==> src/hw/pfcs_pkg.sv <==
// Package: offsets, field positions and carriers for port flow control
package pfcs_pkg;
    localparam logic [11:0] PFCS_OFF_FLOW_CTRL = 12'h01a8;
    localparam int          PFCS_BIT_BP_EN     = 6;
    localparam int          PFCS_BIT_CUR_DUP   = 5;
    localparam int          PFCS_BIT_CUR_RX    = 4;
    localparam int          PFCS_BIT_CUR_TX    = 3;
    localparam int          PFCS_BIT_RX_EN     = 2;
    localparam int          PFCS_BIT_TX_EN     = 1;
    localparam int          PFCS_BIT_MANUAL    = 0;
    localparam logic [31:0] PFCS_RSV_VALUE     = 32'h0000_0000;
    localparam logic        PFCS_DUP_FULL      = 1'b0;
    localparam logic        PFCS_DUP_HALF      = 1'b1;

    // Strap values as latched on the first clock after reset release or rewritten by the loader
    typedef struct packed {
        logic backpressure_default_strap;
        logic pause_default_strap;
        logic manual_select_default_strap;
    } pfcs_strap_s;

    // Resolved port flow control settings
    typedef struct packed {
        logic current_duplex;
        logic current_rx_pause_enable;
        logic current_tx_pause_enable;
    } pfcs_resolved_s;
endpackage

==> src/hw/pfcs_top.sv <==
// Port zero flow control register: storage, status and resolution
// Operation
// - Bit 6 set enables half-duplex backpressure generation on the port.
// - Read-only bit 5 shows duplex in effect, one meaning half.
// - Read-only bit 4 shows receive pause in effect, manual or negotiated.
// - Read-only bit 3 shows transmit pause in effect.
// - Bit 2 enables receive pause when manual or negotiation disabled.
// - Bit 1 enables transmit pause when manual or negotiation disabled.
// - Manual clear and negotiation on: negotiated result used, bits ignored.
// - Manual clear and negotiation off: enable bits applied directly.
// - Manual set: enable bits decide flow control in full duplex.
// - In MAC mode the manual select bit is held at one.
// - Manual select writable except in MAC mode, where writes ignored.
// - Writable defaults come from straps; loader rewrites update fields.
// - MAC mode manual default one, not overwritten by loader.
// - Writes never change the emulated advertisement pause values.
// - Status bits clear in reset, then follow the resolved link inputs and enable bits.
`timescale 1ns/1ps
module pfcs_top (
    input  wire logic                 mclk,
    input  wire logic                 sys_rst,
    input  wire logic [11:0]          reg_addr,
    input  wire logic                 reg_wr,
    input  wire logic                 reg_rd,
    input  wire logic [31:0]          reg_wdata,
    output logic      [31:0]          reg_rdata,
    input  wire pfcs_pkg::pfcs_strap_s strap_in,
    input  wire logic                 strap_reload,
    input  wire logic                 mac_mode,
    input  wire logic                 an_enable,
    input  wire logic                 an_rx_pause,
    input  wire logic                 an_tx_pause,
    input  wire logic                 half_duplex,
    output logic                      backpressure_enable,
    output logic                      port_rx_pause_active,
    output logic                      port_tx_pause_active,
    output logic                      port_half_duplex
);
    ////////////////////////////////////////////////////////////////////////
    logic                     bp_en_r;
    logic                     rx_en_r;
    logic                     tx_en_r;
    logic                     manual_r;
    logic                     init_r;
    logic                     hit_wr;
    logic                     load;
    pfcs_pkg::pfcs_resolved_s res;
    pfcs_pkg::pfcs_resolved_s status_r;

    assign hit_wr = reg_wr && (reg_addr == pfcs_pkg::PFCS_OFF_FLOW_CTRL);
    // Straps caught by a clocked load after release, never in reset
    assign load   = ~init_r | strap_reload;

    always_ff @(posedge mclk or posedge sys_rst) begin
        if (sys_rst) begin
            init_r <= 1'b0;
        end else begin
            init_r <= 1'b1;
        end
    end

    ////////////////////////////////////////////////////////////////////////
    // backpressure field
    always_ff @(posedge mclk or posedge sys_rst) begin
        if (sys_rst) begin
            bp_en_r <= 1'b0;
        end else if (load) begin
            bp_en_r <= strap_in.backpressure_default_strap;
        end else if (hit_wr) begin
            bp_en_r <= reg_wdata[pfcs_pkg::PFCS_BIT_BP_EN];
        end
    end

    // pause enable fields, fed to the resolver
    always_ff @(posedge mclk or posedge sys_rst) begin
        if (sys_rst) begin
            rx_en_r <= 1'b0;
            tx_en_r <= 1'b0;
        end else if (load) begin
            rx_en_r <= strap_in.pause_default_strap;
            tx_en_r <= strap_in.pause_default_strap;
        end else if (hit_wr) begin
            rx_en_r <= reg_wdata[pfcs_pkg::PFCS_BIT_RX_EN];
            tx_en_r <= reg_wdata[pfcs_pkg::PFCS_BIT_TX_EN];
        end
    end

    // manual select, forced in MAC mode
    always_ff @(posedge mclk or posedge sys_rst) begin
        if (sys_rst) begin
            manual_r <= 1'b1;
        end else if (mac_mode) begin
            manual_r <= 1'b1;
        end else if (load) begin
            manual_r <= strap_in.manual_select_default_strap;
        end else if (hit_wr) begin
            manual_r <= reg_wdata[pfcs_pkg::PFCS_BIT_MANUAL];
        end
    end

    ////////////////////////////////////////////////////////////////////////
    pfcs_resolve pfcs_resolve_i (
        .manual_sel  (manual_r),
        .rx_en       (rx_en_r),
        .tx_en       (tx_en_r),
        .an_enable   (an_enable),
        .an_rx_pause (an_rx_pause),
        .an_tx_pause (an_tx_pause),
        .half_duplex (half_duplex),
        .resolved    (res)
    );

    always_ff @(posedge mclk or posedge sys_rst) begin
        if (sys_rst) begin
            status_r <= '0;
        end else begin
            status_r <= res;
        end
    end

    always_ff @(posedge mclk or posedge sys_rst) begin
        if (sys_rst) begin
            backpressure_enable  <= 1'b0;
            port_rx_pause_active <= 1'b0;
            port_tx_pause_active <= 1'b0;
            port_half_duplex     <= 1'b0;
        end else begin
            backpressure_enable  <= bp_en_r;
            port_rx_pause_active <= res.current_rx_pause_enable;
            port_tx_pause_active <= res.current_tx_pause_enable;
            port_half_duplex     <= res.current_duplex;
        end
    end

    ////////////////////////////////////////////////////////////////////////
    // read path, reserved bits zero
    always_ff @(posedge mclk or posedge sys_rst) begin
        if (sys_rst) begin
            reg_rdata <= pfcs_pkg::PFCS_RSV_VALUE;
        end else if (reg_rd &&
                     reg_addr == pfcs_pkg::PFCS_OFF_FLOW_CTRL) begin
            reg_rdata <= pfcs_pkg::PFCS_RSV_VALUE;
            reg_rdata[pfcs_pkg::PFCS_BIT_BP_EN]   <= bp_en_r;
            reg_rdata[pfcs_pkg::PFCS_BIT_CUR_DUP] <=
                status_r.current_duplex;
            reg_rdata[pfcs_pkg::PFCS_BIT_CUR_RX]  <=
                status_r.current_rx_pause_enable;
            reg_rdata[pfcs_pkg::PFCS_BIT_CUR_TX]  <=
                status_r.current_tx_pause_enable;
            reg_rdata[pfcs_pkg::PFCS_BIT_RX_EN]   <= rx_en_r;
            reg_rdata[pfcs_pkg::PFCS_BIT_TX_EN]   <= tx_en_r;
            reg_rdata[pfcs_pkg::PFCS_BIT_MANUAL]  <= manual_r;
        end else if (reg_rd) begin
            // Unmapped reads return zero
            reg_rdata <= pfcs_pkg::PFCS_RSV_VALUE;
        end
    end
endmodule

==> src/hw/pfcs_resolve.sv <==
// Flow control resolution from manual bits and negotiation result
`timescale 1ns/1ps
module pfcs_resolve (
    input  wire logic                    manual_sel,
    input  wire logic                    rx_en,
    input  wire logic                    tx_en,
    input  wire logic                    an_enable,
    input  wire logic                    an_rx_pause,
    input  wire logic                    an_tx_pause,
    input  wire logic                    half_duplex,
    output pfcs_pkg::pfcs_resolved_s     resolved
);
    logic use_manual;

    assign use_manual = manual_sel | ~an_enable;

    always_comb begin
        resolved.current_duplex = half_duplex;
        if (half_duplex) begin
            resolved.current_rx_pause_enable = 1'b0;
            resolved.current_tx_pause_enable = 1'b0;
        end else if (use_manual) begin
            resolved.current_rx_pause_enable = rx_en;
            resolved.current_tx_pause_enable = tx_en;
        end else begin
            resolved.current_rx_pause_enable = an_rx_pause;
            resolved.current_tx_pause_enable = an_tx_pause;
        end
    end
endmodule

==> config.mk <==
export PLATFORM = sky130hd
export DESIGN_NAME = pfcs_top
export DESIGN_NICKNAME = d
export VERILOG_FILES = /design/src/hw/pfcs_pkg.sv /design/src/hw/pfcs_top.sv /design/src/hw/pfcs_resolve.sv
export SDC_FILE = /design/constraint.sdc
export NUM_CORES = 1
export LEC_CHECK = 0
export BUFFER_PORTS_ARGS = -buffer_cell sky130_fd_sc_hd__buf_2
export CORE_MARGIN = 4
export CORE_UTILIZATION = 30
export DETAILED_ROUTE_END_ITERATION = 7
export PLACE_DENSITY_LB_ADDON = 0.05
export SLEW_MARGIN = 20
export SYNTH_ARGS = -nofsm -noshare
export SYNTH_HDL_FRONTEND = slang
export SYNTH_HIERARCHICAL = 1
export SYNTH_SLANG_ARGS = --single-unit
==> constraint.sdc <==
create_clock -name mclk -period 1.5 [get_ports mclk]
set_input_delay 0.3 -clock mclk [delete_from_list [all_inputs] [get_ports mclk]]
set_output_delay 0.3 -clock mclk [all_outputs]
set_load 0.02 [all_outputs]
==> results of run 1 <==
-- worst min path at each step --
stage	startpoint	to	cells past startpoint
after global routing	sys_rst	reg_rdata[6]	2
after floorplan	sys_rst	backpressure_enable	1
after CTS	sys_rst	backpressure_enable	2
final	sys_rst	backpressure_enable	2
after detailed placement	sys_rst	backpressure_enable	2
after global placement	sys_rst	backpressure_enable	2
-- state kept, by name, indices dropped and copies added (netlist names) --
| name | cells |
|---|---|
| backpressure_enable | 1 |
| bp_en_r | 1 |
| init_r | 1 |
| manual_r | 1 |
| port_half_duplex | 1 |
| port_rx_pause_active | 1 |
| port_tx_pause_active | 1 |
| reg_rdata | 7 |
| rx_en_r | 1 |
| tx_en_r | 1 |
-- logic make-up (layout without fill, tap and decap cells) --
logic type	count (synthesis)	count (layout)	share of synthesized area [%]
muxes	7	7	8.38
buffers and inverters	35	51	24.9
DFF	16	16	43.4
AOI/OAI and AO/OA	10	10	6.08
other	2	26	0.811
and+or+nand+nor	21	21	16.5
-- power groups by stage --
stage / combinational [mW] / clock, mW / sequential (mW)
global route: 0.185 / 0.319 / 0.475
CTS: 0.171 / 0.303 / 0.471
detailed placement: 0.171 / 0 / 0.480
floorplan: 0.154 / 0 / 0.487
global placement: 0.170 / 0 / 0.479
finish: 0.171 / 0.286 / 0.471
-- critical path, stage by stage (launching register included) --
cell and delay (ns):
dfrtp_1 0.32, nor2b_2 0.28, mux2_2 0.38, mux2_2 0.26
-- metal layers --
metal | wire, um | vias up | part of all wire (%) | global-route usage [%]
met2 | 859 | 40 | 49 | 14.1
met3 | 192 | 2 | 11 | 3.55
li1 | - | 328 | - | -
met5 | 0 | - | 0 | 0
met4 | 13 | 0 | 0.74 | 3.23
met1 | 698 | 279 | 40 | 9.97
-- synthesized netlist by cell type (all sizes together), types with 2 or more instances --
| library cell | n |
|---|---|
| o21ai | 9 |
| nor2b | 3 |
| buf | 27 |
| conb | 2 |
| nand4bb | 2 |
| nand2 | 8 |
| mux2 | 6 |
| dfrtp | 15 |
| nand2b | 2 |
| and4bb | 2 |
| inv | 8 |
-- area by class of cell --
cell class                 instances  area (um^2)  share of cell area [%]
clock buffer                       4         36.3                    3.34
inverter                           8         30.0                    2.76
multi-input combinational         64          384                    35.4
sequential                        16          402                    37.0
tap                               31         38.8                    3.57
timing repair buffer              39          195                    18.0
==> results.sh, run 1 <==
export IMPL_core_um2=2850
export IMPL_track_usage_pct=8.60
export IMPL_synthArstFlopShare_pct=100
export IMPL_r2r_cells=3
export IMPL_synth_edf_count=0
export IMPL_finalWirelength_mm=1.76
export IMPL_area_growth_syn_to_layout_pct=17.3
export IMPL_status="complete, no violations"
export IMPL_vias=649
export IMPL_power_leakage_nw=0.573
export IMPL_cts_root_buf="clkbuf_4"
export IMPL_power_mw=0.927
export IMPL_cp_max_fo=6
export IMPL_setup_slack_ns=0.159
export IMPL_wire_per_inst_um=10.9
export IMPL_avgSynthCellArea_um2=10.2
export IMPL_rr_startpoint="init_r"
export IMPL_antenna_cells=0
export IMPL_rsz0062_at_grt="no"
export IMPL_initialDrtViolationCount=8
export IMPL_seqPwrFrac_pct=50.8
export IMPL_rows=19
export IMPL_final_cell_mix="39 x buf_2, 26 x conb_1, 15 x dfrtp_1"
export IMPL_grt_max_degree=17
export IMPL_drt_pass1_iterations=4
export IMPL_synth_flop_cell="dfrtp_1"
export IMPL_initial_core_util_pct=32.5
export IMPL_postCtsHoldBufs=0
export IMPL_drc=0
export IMPL_clock_power_share_pct=30.8
export IMPL_cts_resized=0
export IMPL_grt_overflow_total=0
export IMPL_crit_end="rx_en_r"
export IMPL_worst_pin_slew_ns=0.609
export IMPL_synth_seq_area_share_pct=43.4
export IMPL_dieWidth_um=63.6
export IMPL_ant_nets=0
export IMPL_crit_path_start_kind="flip-flop"
export IMPL_rr_endpoint="rx_en_r"
export IMPL_nets=189
export IMPL_stdcell_area_um2=1090
export IMPL_placed_area_um2=1050
export IMPL_drive_above_1_share_pct=43.5
export IMPL_htreeDepth=1
export IMPL_io_pins=93
export IMPL_combPwrFrac_pct=18.4
export IMPL_port_buffers=39
export IMPL_hpwl_mm=1.47
export IMPL_report_final_slew_viol_count=0
export IMPL_path_class="flip-flop to flip-flop"
export IMPL_antenna_found_initial=0
export IMPL_worstSkewPairLatency_ns=0.29
export IMPL_dp_cells=158
export IMPL_synth_top_area_share_pct=40.5
export IMPL_cp_required_ns=1.68
export IMPL_setup_viol=0
export IMPL_ys_warn_count=6
export IMPL_switchingPower_mw=0.263
export IMPL_fillCellCount=298
export IMPL_fmax_ghz=0.746
export IMPL_period_needed_ns=1.34
export IMPL_syn_cell_area_um2=926
export IMPL_final_cells=162
export IMPL_maxSlewHeadroom_pct=59.3
export IMPL_tns_ns=0
export IMPL_min_path_type="input port to asynchronous set/reset pin"
export IMPL_yosysTopAreaCell="dfrtp_1"
export IMPL_die_h_um=63.6
export IMPL_finalClockSkew_ns=0.00526
export IMPL_period_share_pct=89.4
export IMPL_whs_ns=0.0653
export IMPL_pre_cts_ws_ns=0.0424
export IMPL_final_common_cell="buf_2"
export IMPL_switching_share_pct=28.4
export IMPL_ys_seq_elements=16
export IMPL_final_core_util_pct=38.1
export IMPL_worst_ep_arrival_time_ns=1.52
export IMPL_hold_violations=0
export IMPL_rrSetupSlack_ns=0.16
export IMPL_syn_instance_count=91
export IMPL_crit_start="init_r"
export IMPL_cts_tree="done"
export IMPL_internal_power_mw=0.664
export IMPL_setup_worst_path_end_class="flip-flop"
export IMPL_ir_drop_mv=0.460
export IMPL_routed_via_density=4.01
export IMPL_place_congestion=0.674
export IMPL_clock_sinks=16
export IMPL_die_area_um2=4040
export IMPL_p_per_area_nw_per_um2=854
export IMPL_synth_distinct_cells=24
export IMPL_max_cap_violations=0
export IMPL_clk_pin_slew_worst_paths_ns=0.10
export IMPL_synthTopCellsByArea="dfrtp_1 41%, buf_4 21%, mux2_2 7.3%"
export IMPL_cts_made_buffers=3
export IMPL_grt_pass1_wl_mm=2.75
export IMPL_clock_path_buffers=2
export IMPL_cts_setup_buffers=0
export IMPL_grt_pass1_vias=592
(Power assumes the default switching activity.)
==> run 2: changes to the inputs <==
SYNTH_HIERARCHICAL = not set   (was 1)
==> run 2 against run 1 <==
Compared with the run above: power grew 0.31%; largest power group unchanged; combinational power grew 5%; clock power is essentially flat; sequential power is essentially flat; final area grew 0.23%; sequential share of layout area shrank 0.085 points; die area shrank 1.7%.
==> results.sh, run 2 <==
export IMPL_status="complete, no violations"
export IMPL_finalWirelength_mm=1.83
export IMPL_report_final_slew_viol_count=0
export IMPL_final_cell_mix="39 x buf_2, 26 x conb_1, 15 x dfrtp_1"
export IMPL_cts_root_buf="clkbuf_4"
export IMPL_drt_pass1_iterations=2
export IMPL_r2r_cells=3
export IMPL_dieWidth_um=63.0
export IMPL_setup_viol=0
export IMPL_worst_ep_arrival_time_ns=1.43
export IMPL_fillCellCount=298
export IMPL_ir_drop_mv=0.477
export IMPL_nets=189
export IMPL_tns_ns=0
export IMPL_syn_cell_area_um2=908
export IMPL_synth_flop_cell="dfrtp_1"
export IMPL_rrSetupSlack_ns=0.24
export IMPL_grt_max_degree=17
export IMPL_rows=19
export IMPL_ant_nets=0
export IMPL_routed_via_density=4.01
export IMPL_place_congestion=0.638
export IMPL_largest_reg_flops=7
export IMPL_path_class="flip-flop to flip-flop"
export IMPL_grt_overflow_total=0
export IMPL_cp_depth=3
export IMPL_die_h_um=63.0
export IMPL_syn_instance_count=88
export IMPL_grt_pass1_vias=621
export IMPL_period_needed_ns=1.26
export IMPL_cp_num_buf_inv=0
export IMPL_final_cells=162
export IMPL_wire_per_inst_um=11.3
export IMPL_crit_start="init_r"
export IMPL_crit_end="rx_en_r"
export IMPL_critPathTopFamily="multiplexers"
export IMPL_clock_sinks=16
export IMPL_area_growth_syn_to_layout_pct=19.8
export IMPL_power_leakage_nw=0.587
export IMPL_rr_startpoint="init_r"
export IMPL_max_cap_violations=0
export IMPL_ys_seq_elements=16
export IMPL_track_usage_pct=9.17
export IMPL_fmax_ghz=0.797
export IMPL_synth_distinct_cells=20
export IMPL_hpwl_mm=1.50
export IMPL_cts_resized=0
export IMPL_drive_above_1_share_pct=43.5
export IMPL_antenna_cells=0
export IMPL_synthArstFlopShare_pct=100
export IMPL_drc=0
export IMPL_slowest_delay_ns=0.36
export IMPL_dp_cells=158
export IMPL_postCtsHoldBufs=0
export IMPL_slowest_stage="mux2_2"
export IMPL_cp_required_ns=1.68
export IMPL_core_um2=2830
export IMPL_worstSkewPairLatency_ns=0.28
export IMPL_period_share_pct=83.7
export IMPL_setup_worst_path_end_class="flip-flop"
export IMPL_netlist_top_cells_count="26 x buf_4, 15 x dfrtp_1, 8 x inv_1"
export IMPL_min_path_type="input port to asynchronous set/reset pin"
export IMPL_synth_most_common_cell="buf_4"
export IMPL_clk_pin_slew_worst_paths_ns=0.09
export IMPL_synth_top_area_share_pct=41.3
export IMPL_clock_path_buffers=2
export IMPL_largest_register="reg_rdata"
export IMPL_synth_edf_count=0
export IMPL_grt_pass1_wl_mm=2.83
export IMPL_rr_endpoint="rx_en_r"
export IMPL_initialDrtViolationCount=8
export IMPL_final_common_cell="buf_2"
export IMPL_hold_violations=0
export IMPL_crit_path_start_kind="flip-flop"
export IMPL_vias=650
export IMPL_synth_seq_area_share_pct=44.2
export IMPL_finalClockSkew_ns=0.000782
export IMPL_initial_core_util_pct=32.1
export IMPL_cp_cell_sequence="nor2b_2 -> mux2_2 -> mux2_4"
export IMPL_avgSynthCellArea_um2=10.3
export IMPL_antenna_found_initial=0
export IMPL_die_area_um2=3970
export IMPL_cts_setup_buffers=0
export IMPL_synthTopCellsByArea="dfrtp_1 41%, buf_4 21%, mux2_4 5.0%"
export IMPL_port_buffers=39
export IMPL_htreeDepth=1
export IMPL_yosysTopAreaCell="dfrtp_1"
export IMPL_cts_tree="done"
export IMPL_ys_warn_count=0
export IMPL_p_per_area_nw_per_um2=854
export IMPL_rsz0062_at_grt="no"
export IMPL_io_pins=93
export IMPL_cp_max_fo=4
export IMPL_cts_made_buffers=3
-- run 2: cell families after synthesis --
kind of cell / share of synthesized area (%)
AO/OA/AOI/OAI: 4.68
other: 0.827
flip-flops: 44.2
multiplexers: 12.0
AND/OR/NAND/NOR: 13.5
buffers and inverters: 24.8
-- run 2: stage by stage --
| stage | hold WS [ns] | area [um^2] | utilization, % | total power [mW] | setup WS, ns |
|---|---|---|---|---|---|
| detailed placement | 0.330 | 1050 | 37.2 | 0.656 | 0.0521 |
| finish | 0.00774 | 1090 | 38.5 | 0.930 | 0.245 |
| floorplan | 0.213 | 998 | - | 0.640 | 0.236 |
| global route | 0.0114 | 1090 | 38.5 | 0.989 | 0.190 |
| global placement | 0.325 | 1050 | 37.2 | 0.654 | 0.0455 |
| CTS | 0.0104 | 1090 | 38.5 | 0.948 | 0.233 |
-- run 2: per-layer routing --
| layer | up-vias | track usage, % | routed length, um |
|---|---|---|---|
| met2 | 40 | 14.8 | 885 |
| met3 | 0 | 4.86 | 199 |
| met4 | 0 | 0.826 | 0 |
| met1 | 291 | 11.2 | 744 |
| li1 | 319 | - | - |
| met5 | - | 0 | 0 |
-- run 2: worst min-delay path by stage --
stage	startpoint	end	slack, ns	cells after the start
3_3_place_gp	sys_rst	reg_rdata[1]	0.32	3
5_1_grt	sys_rst	reg_rdata[3]	0.01	3
3_5_place_dp	sys_rst	reg_rdata[1]	0.33	3
2_1_floorplan	sys_rst	backpressure_enable	0.21	1
4_1_cts	sys_rst	reg_rdata[1]	0.01	3
6_report	sys_rst	reg_rdata[3]	0.008	3
-- run 2: worst register-to-register path, stage by stage (launching register included) --
cell and delay [ns]:
dfrtp_1 0.33, nor2b_2 0.21, mux2_2 0.36, mux2_4 0.25
-- run 2: report_power, final --
| part | switching, mW | total, mW | internal (mW) |
|---|---|---|---|
| combinational | 0.112 | 0.179 | 0.0672 |
| clock | 0.136 | 0.283 | 0.148 |
| sequential | 0.0136 | 0.468 | 0.454 |
-- run 2: final cells by class --
| type | instances | area, um^2 | area share, % |
|---|---|---|---|
| Inverter | 8 | 30.0 | 2.76 |
| Timing Repair Buffer | 41 | 210 | 19.3 |
| Clock buffer | 4 | 36.3 | 3.33 |
| Tap cell | 31 | 38.8 | 3.56 |
| Sequential cell | 16 | 402 | 36.9 |
| Multi-Input combinational cell | 62 | 372 | 34.1 |
==> run 3: changes to the inputs <==
ABC_AREA = 1   (was not set)
clock period = 1.3 ns   (was 1.5 ns; I/O delays follow)
==> run 3 against run 2 <==
Compared with the run above: worst hold slack improved by 0.11 ns; synthesized cell count rose by 26%; clock-buffer cell count did not move; combinational power rose by 25%; sequential power rose by 13%; synthesized area rose by 3.0%; clock power rose by 12%; register-to-register slack barely moved; worst setup slack got worse by 0.036 ns; first-iteration DRC count rose to 2.8 times the previous value; power rose by 15%; non-clock buffer count did not move.
==> results.sh, run 3 <==
export IMPL_finalWirelength_mm=1.75
export IMPL_grt_pass1_vias=693
export IMPL_cts_made_buffers=3
export IMPL_tns_ns=0
export IMPL_port_buffers=39
export IMPL_rows=20
export IMPL_initialDrtViolationCount=22
export IMPL_antenna_cells=0
export IMPL_p_per_area_nw_per_um2=938
export IMPL_ant_nets=0
export IMPL_die_h_um=63.9
export IMPL_final_common_cell="buf_2"
export IMPL_ys_warn_count=0
export IMPL_synthTopCellsByArea="dfrtp_1 40%, buf_4 20%, nand2_1 10%"
export IMPL_period_needed_ns=1.09
export IMPL_ir_drop_mv=0.397
export IMPL_wire_per_inst_um=8.79
export IMPL_ys_seq_elements=16
export IMPL_placed_area_um2=1100
export IMPL_setup_worst_path_end_class="primary output"
export IMPL_place_congestion=0.707
export IMPL_rsz0062_at_grt="no"
export IMPL_stdcell_area_um2=1140
export IMPL_drc=0
export IMPL_final_cell_mix="39 x buf_2, 26 x conb_1, 25 x nand2_1"
export IMPL_die_area_um2=4080
export IMPL_clock_sinks=16
export IMPL_status="complete, no violations"
export IMPL_synth_edf_count=0
export IMPL_drive_above_1_share_pct=36.8
export IMPL_cp_max_fo=2
export IMPL_finalClockSkew_ns=0.00389
export IMPL_io_pins=93
export IMPL_report_final_slew_viol_count=0
export IMPL_initial_core_util_pct=30.9
export IMPL_slowest_stage="dfrtp_1"
export IMPL_vias=719
export IMPL_hold_violations=0
export IMPL_power_leakage_nw=0.667
export IMPL_cts_resized=0
export IMPL_synth_top_area_share_pct=40.1
export IMPL_clk_pin_slew_worst_paths_ns=0.09
export IMPL_cts_root_buf="clkbuf_4"
export IMPL_path_class="flip-flop to primary output"
export IMPL_worst_ep_arrival_time_ns=0.83
export IMPL_slowest_delay_ns=0.39
export IMPL_track_usage_pct=9.03
export IMPL_worstSkewPairLatency_ns=0.28
export IMPL_synthArstFlopShare_pct=100
export IMPL_syn_cell_area_um2=936
export IMPL_clock_path_buffers=2
export IMPL_synth_flop_cell="dfrtp_1"
export IMPL_routed_via_density=3.61
export IMPL_grt_overflow_total=0
export IMPL_hpwl_mm=1.52
export IMPL_period_share_pct=83.9
export IMPL_grt_max_degree=17
export IMPL_whs_ns=0.121
export IMPL_cp_cell_sequence="buf_2"
export IMPL_area_growth_syn_to_layout_pct=22.1
export IMPL_yosysTopAreaCell="dfrtp_1"
export IMPL_critPathTopFamily="flip-flops"
export IMPL_antenna_found_initial=0
export IMPL_setup_viol=0
export IMPL_min_path_type="input port to flip-flop"
export IMPL_avgSynthCellArea_um2=8.43
export IMPL_core_um2=3030
export IMPL_max_cap_violations=0
export IMPL_largest_reg_flops=7
export IMPL_cts_tree="done"
export IMPL_syn_instance_count=111
export IMPL_dieWidth_um=63.9
export IMPL_nets=213
export IMPL_cp_num_buf_inv=1
export IMPL_cp_required_ns=1.04
export IMPL_fmax_ghz=0.917
export IMPL_synth_distinct_cells=19
export IMPL_htreeDepth=1
export IMPL_largest_register="reg_rdata"
export IMPL_crit_path_start_kind="flip-flop"
export IMPL_synth_seq_area_share_pct=42.9
export IMPL_grt_pass1_wl_mm=2.94
export IMPL_drt_pass1_iterations=4
export IMPL_netlist_top_cells_count="25 x buf_4, 25 x nand2_1, 15 x dfrtp_1, 15 x inv_1, 7 x o21ai_1"
## run 3: changes by cell type after synthesis, sizes merged, moves of 2 or more
cell   delta
nand2    +19
nand3     +4
inv       +8
nor2b     -3
mux2      -6
nor4b     -2
mux2i     -3
nor2      +4
o21ai     +3
## run 3: cell families after synthesis
group	Yosys count	share of synthesized area (%)
simple gates	40	21.7
compound gates	12	8.15
flops	16	42.9
other cells	2	0.802
buf+inv	41	26.5
## run 3: area by class of cell
class	instances	area, um^2
multi-input combinational	78	377
sequential	16	402
tap	44	55.1
clock buffer	4	36.3
inverter	16	60.1
fill	335	1890
timing repair buffer	41	213
## run 3: worst paths after layout
check	slack [ns]	to	start	depth (start not counted)
setup / recovery	0.21	reg_rdata[0]	reg_rdata[0]	1
hold / removal	0.12	port_half_duplex	half_duplex	1
setup reg to reg	0.24	tx_en_r	init_r	6
hold reg to reg	0.38	backpressure_enable	bp_en_r	0
max in group asynchronous	0.53	manual_r	sys_rst	4
min in group asynchronous	0.52	reg_rdata[6]	sys_rst	4
## run 3: worst register-to-register path, stage by stage (launching register included)
cell and delay, ns:
dfrtp_1 0.34, inv_1 0.04, or2_4 0.24, inv_2 0.12, nand2_4 0.09, nand2_1 0.08
o21ai_2 0.05
## run 3: repair_timing
item,in CTS,in global routing
hold buffers,1,0
endpoints found under the hold margin,15,0
setup buffers,0,0
## run 3: through the flow
| stage | power, mW | util (%) | cells | worst slack [ns] |
|---|---|---|---|---|
| 2_1_floorplan | 0.749 | - | 135 | 0.322 |
| 3_3_place_gp | 0.762 | 36.2 | 194 | 0.192 |
| 3_5_place_dp | 0.765 | 36.2 | 194 | 0.176 |
| 4_1_cts | 1.09 | 37.7 | 199 | 0.195 |
| 5_1_grt | 1.15 | 37.7 | 199 | 0.132 |
| 6_report | 1.07 | 37.7 | 199 | 0.209 |
## run 3: power breakdown
group / leakage, nW / internal (mW) / switching (mW)
combinational: 0.440 / 0.0684 / 0.155
clock: 0.0210 / 0.170 / 0.146
sequential: 0.206 / 0.523 / 0.00805
## run 3: per-layer routing
layer	global-route usage (%)	part of all wire, %	wire, um
met1	10.5	39	677
met3	3.34	12	218
met5	0	0	0
met4	2.43	0	0
met2	15.5	49	854
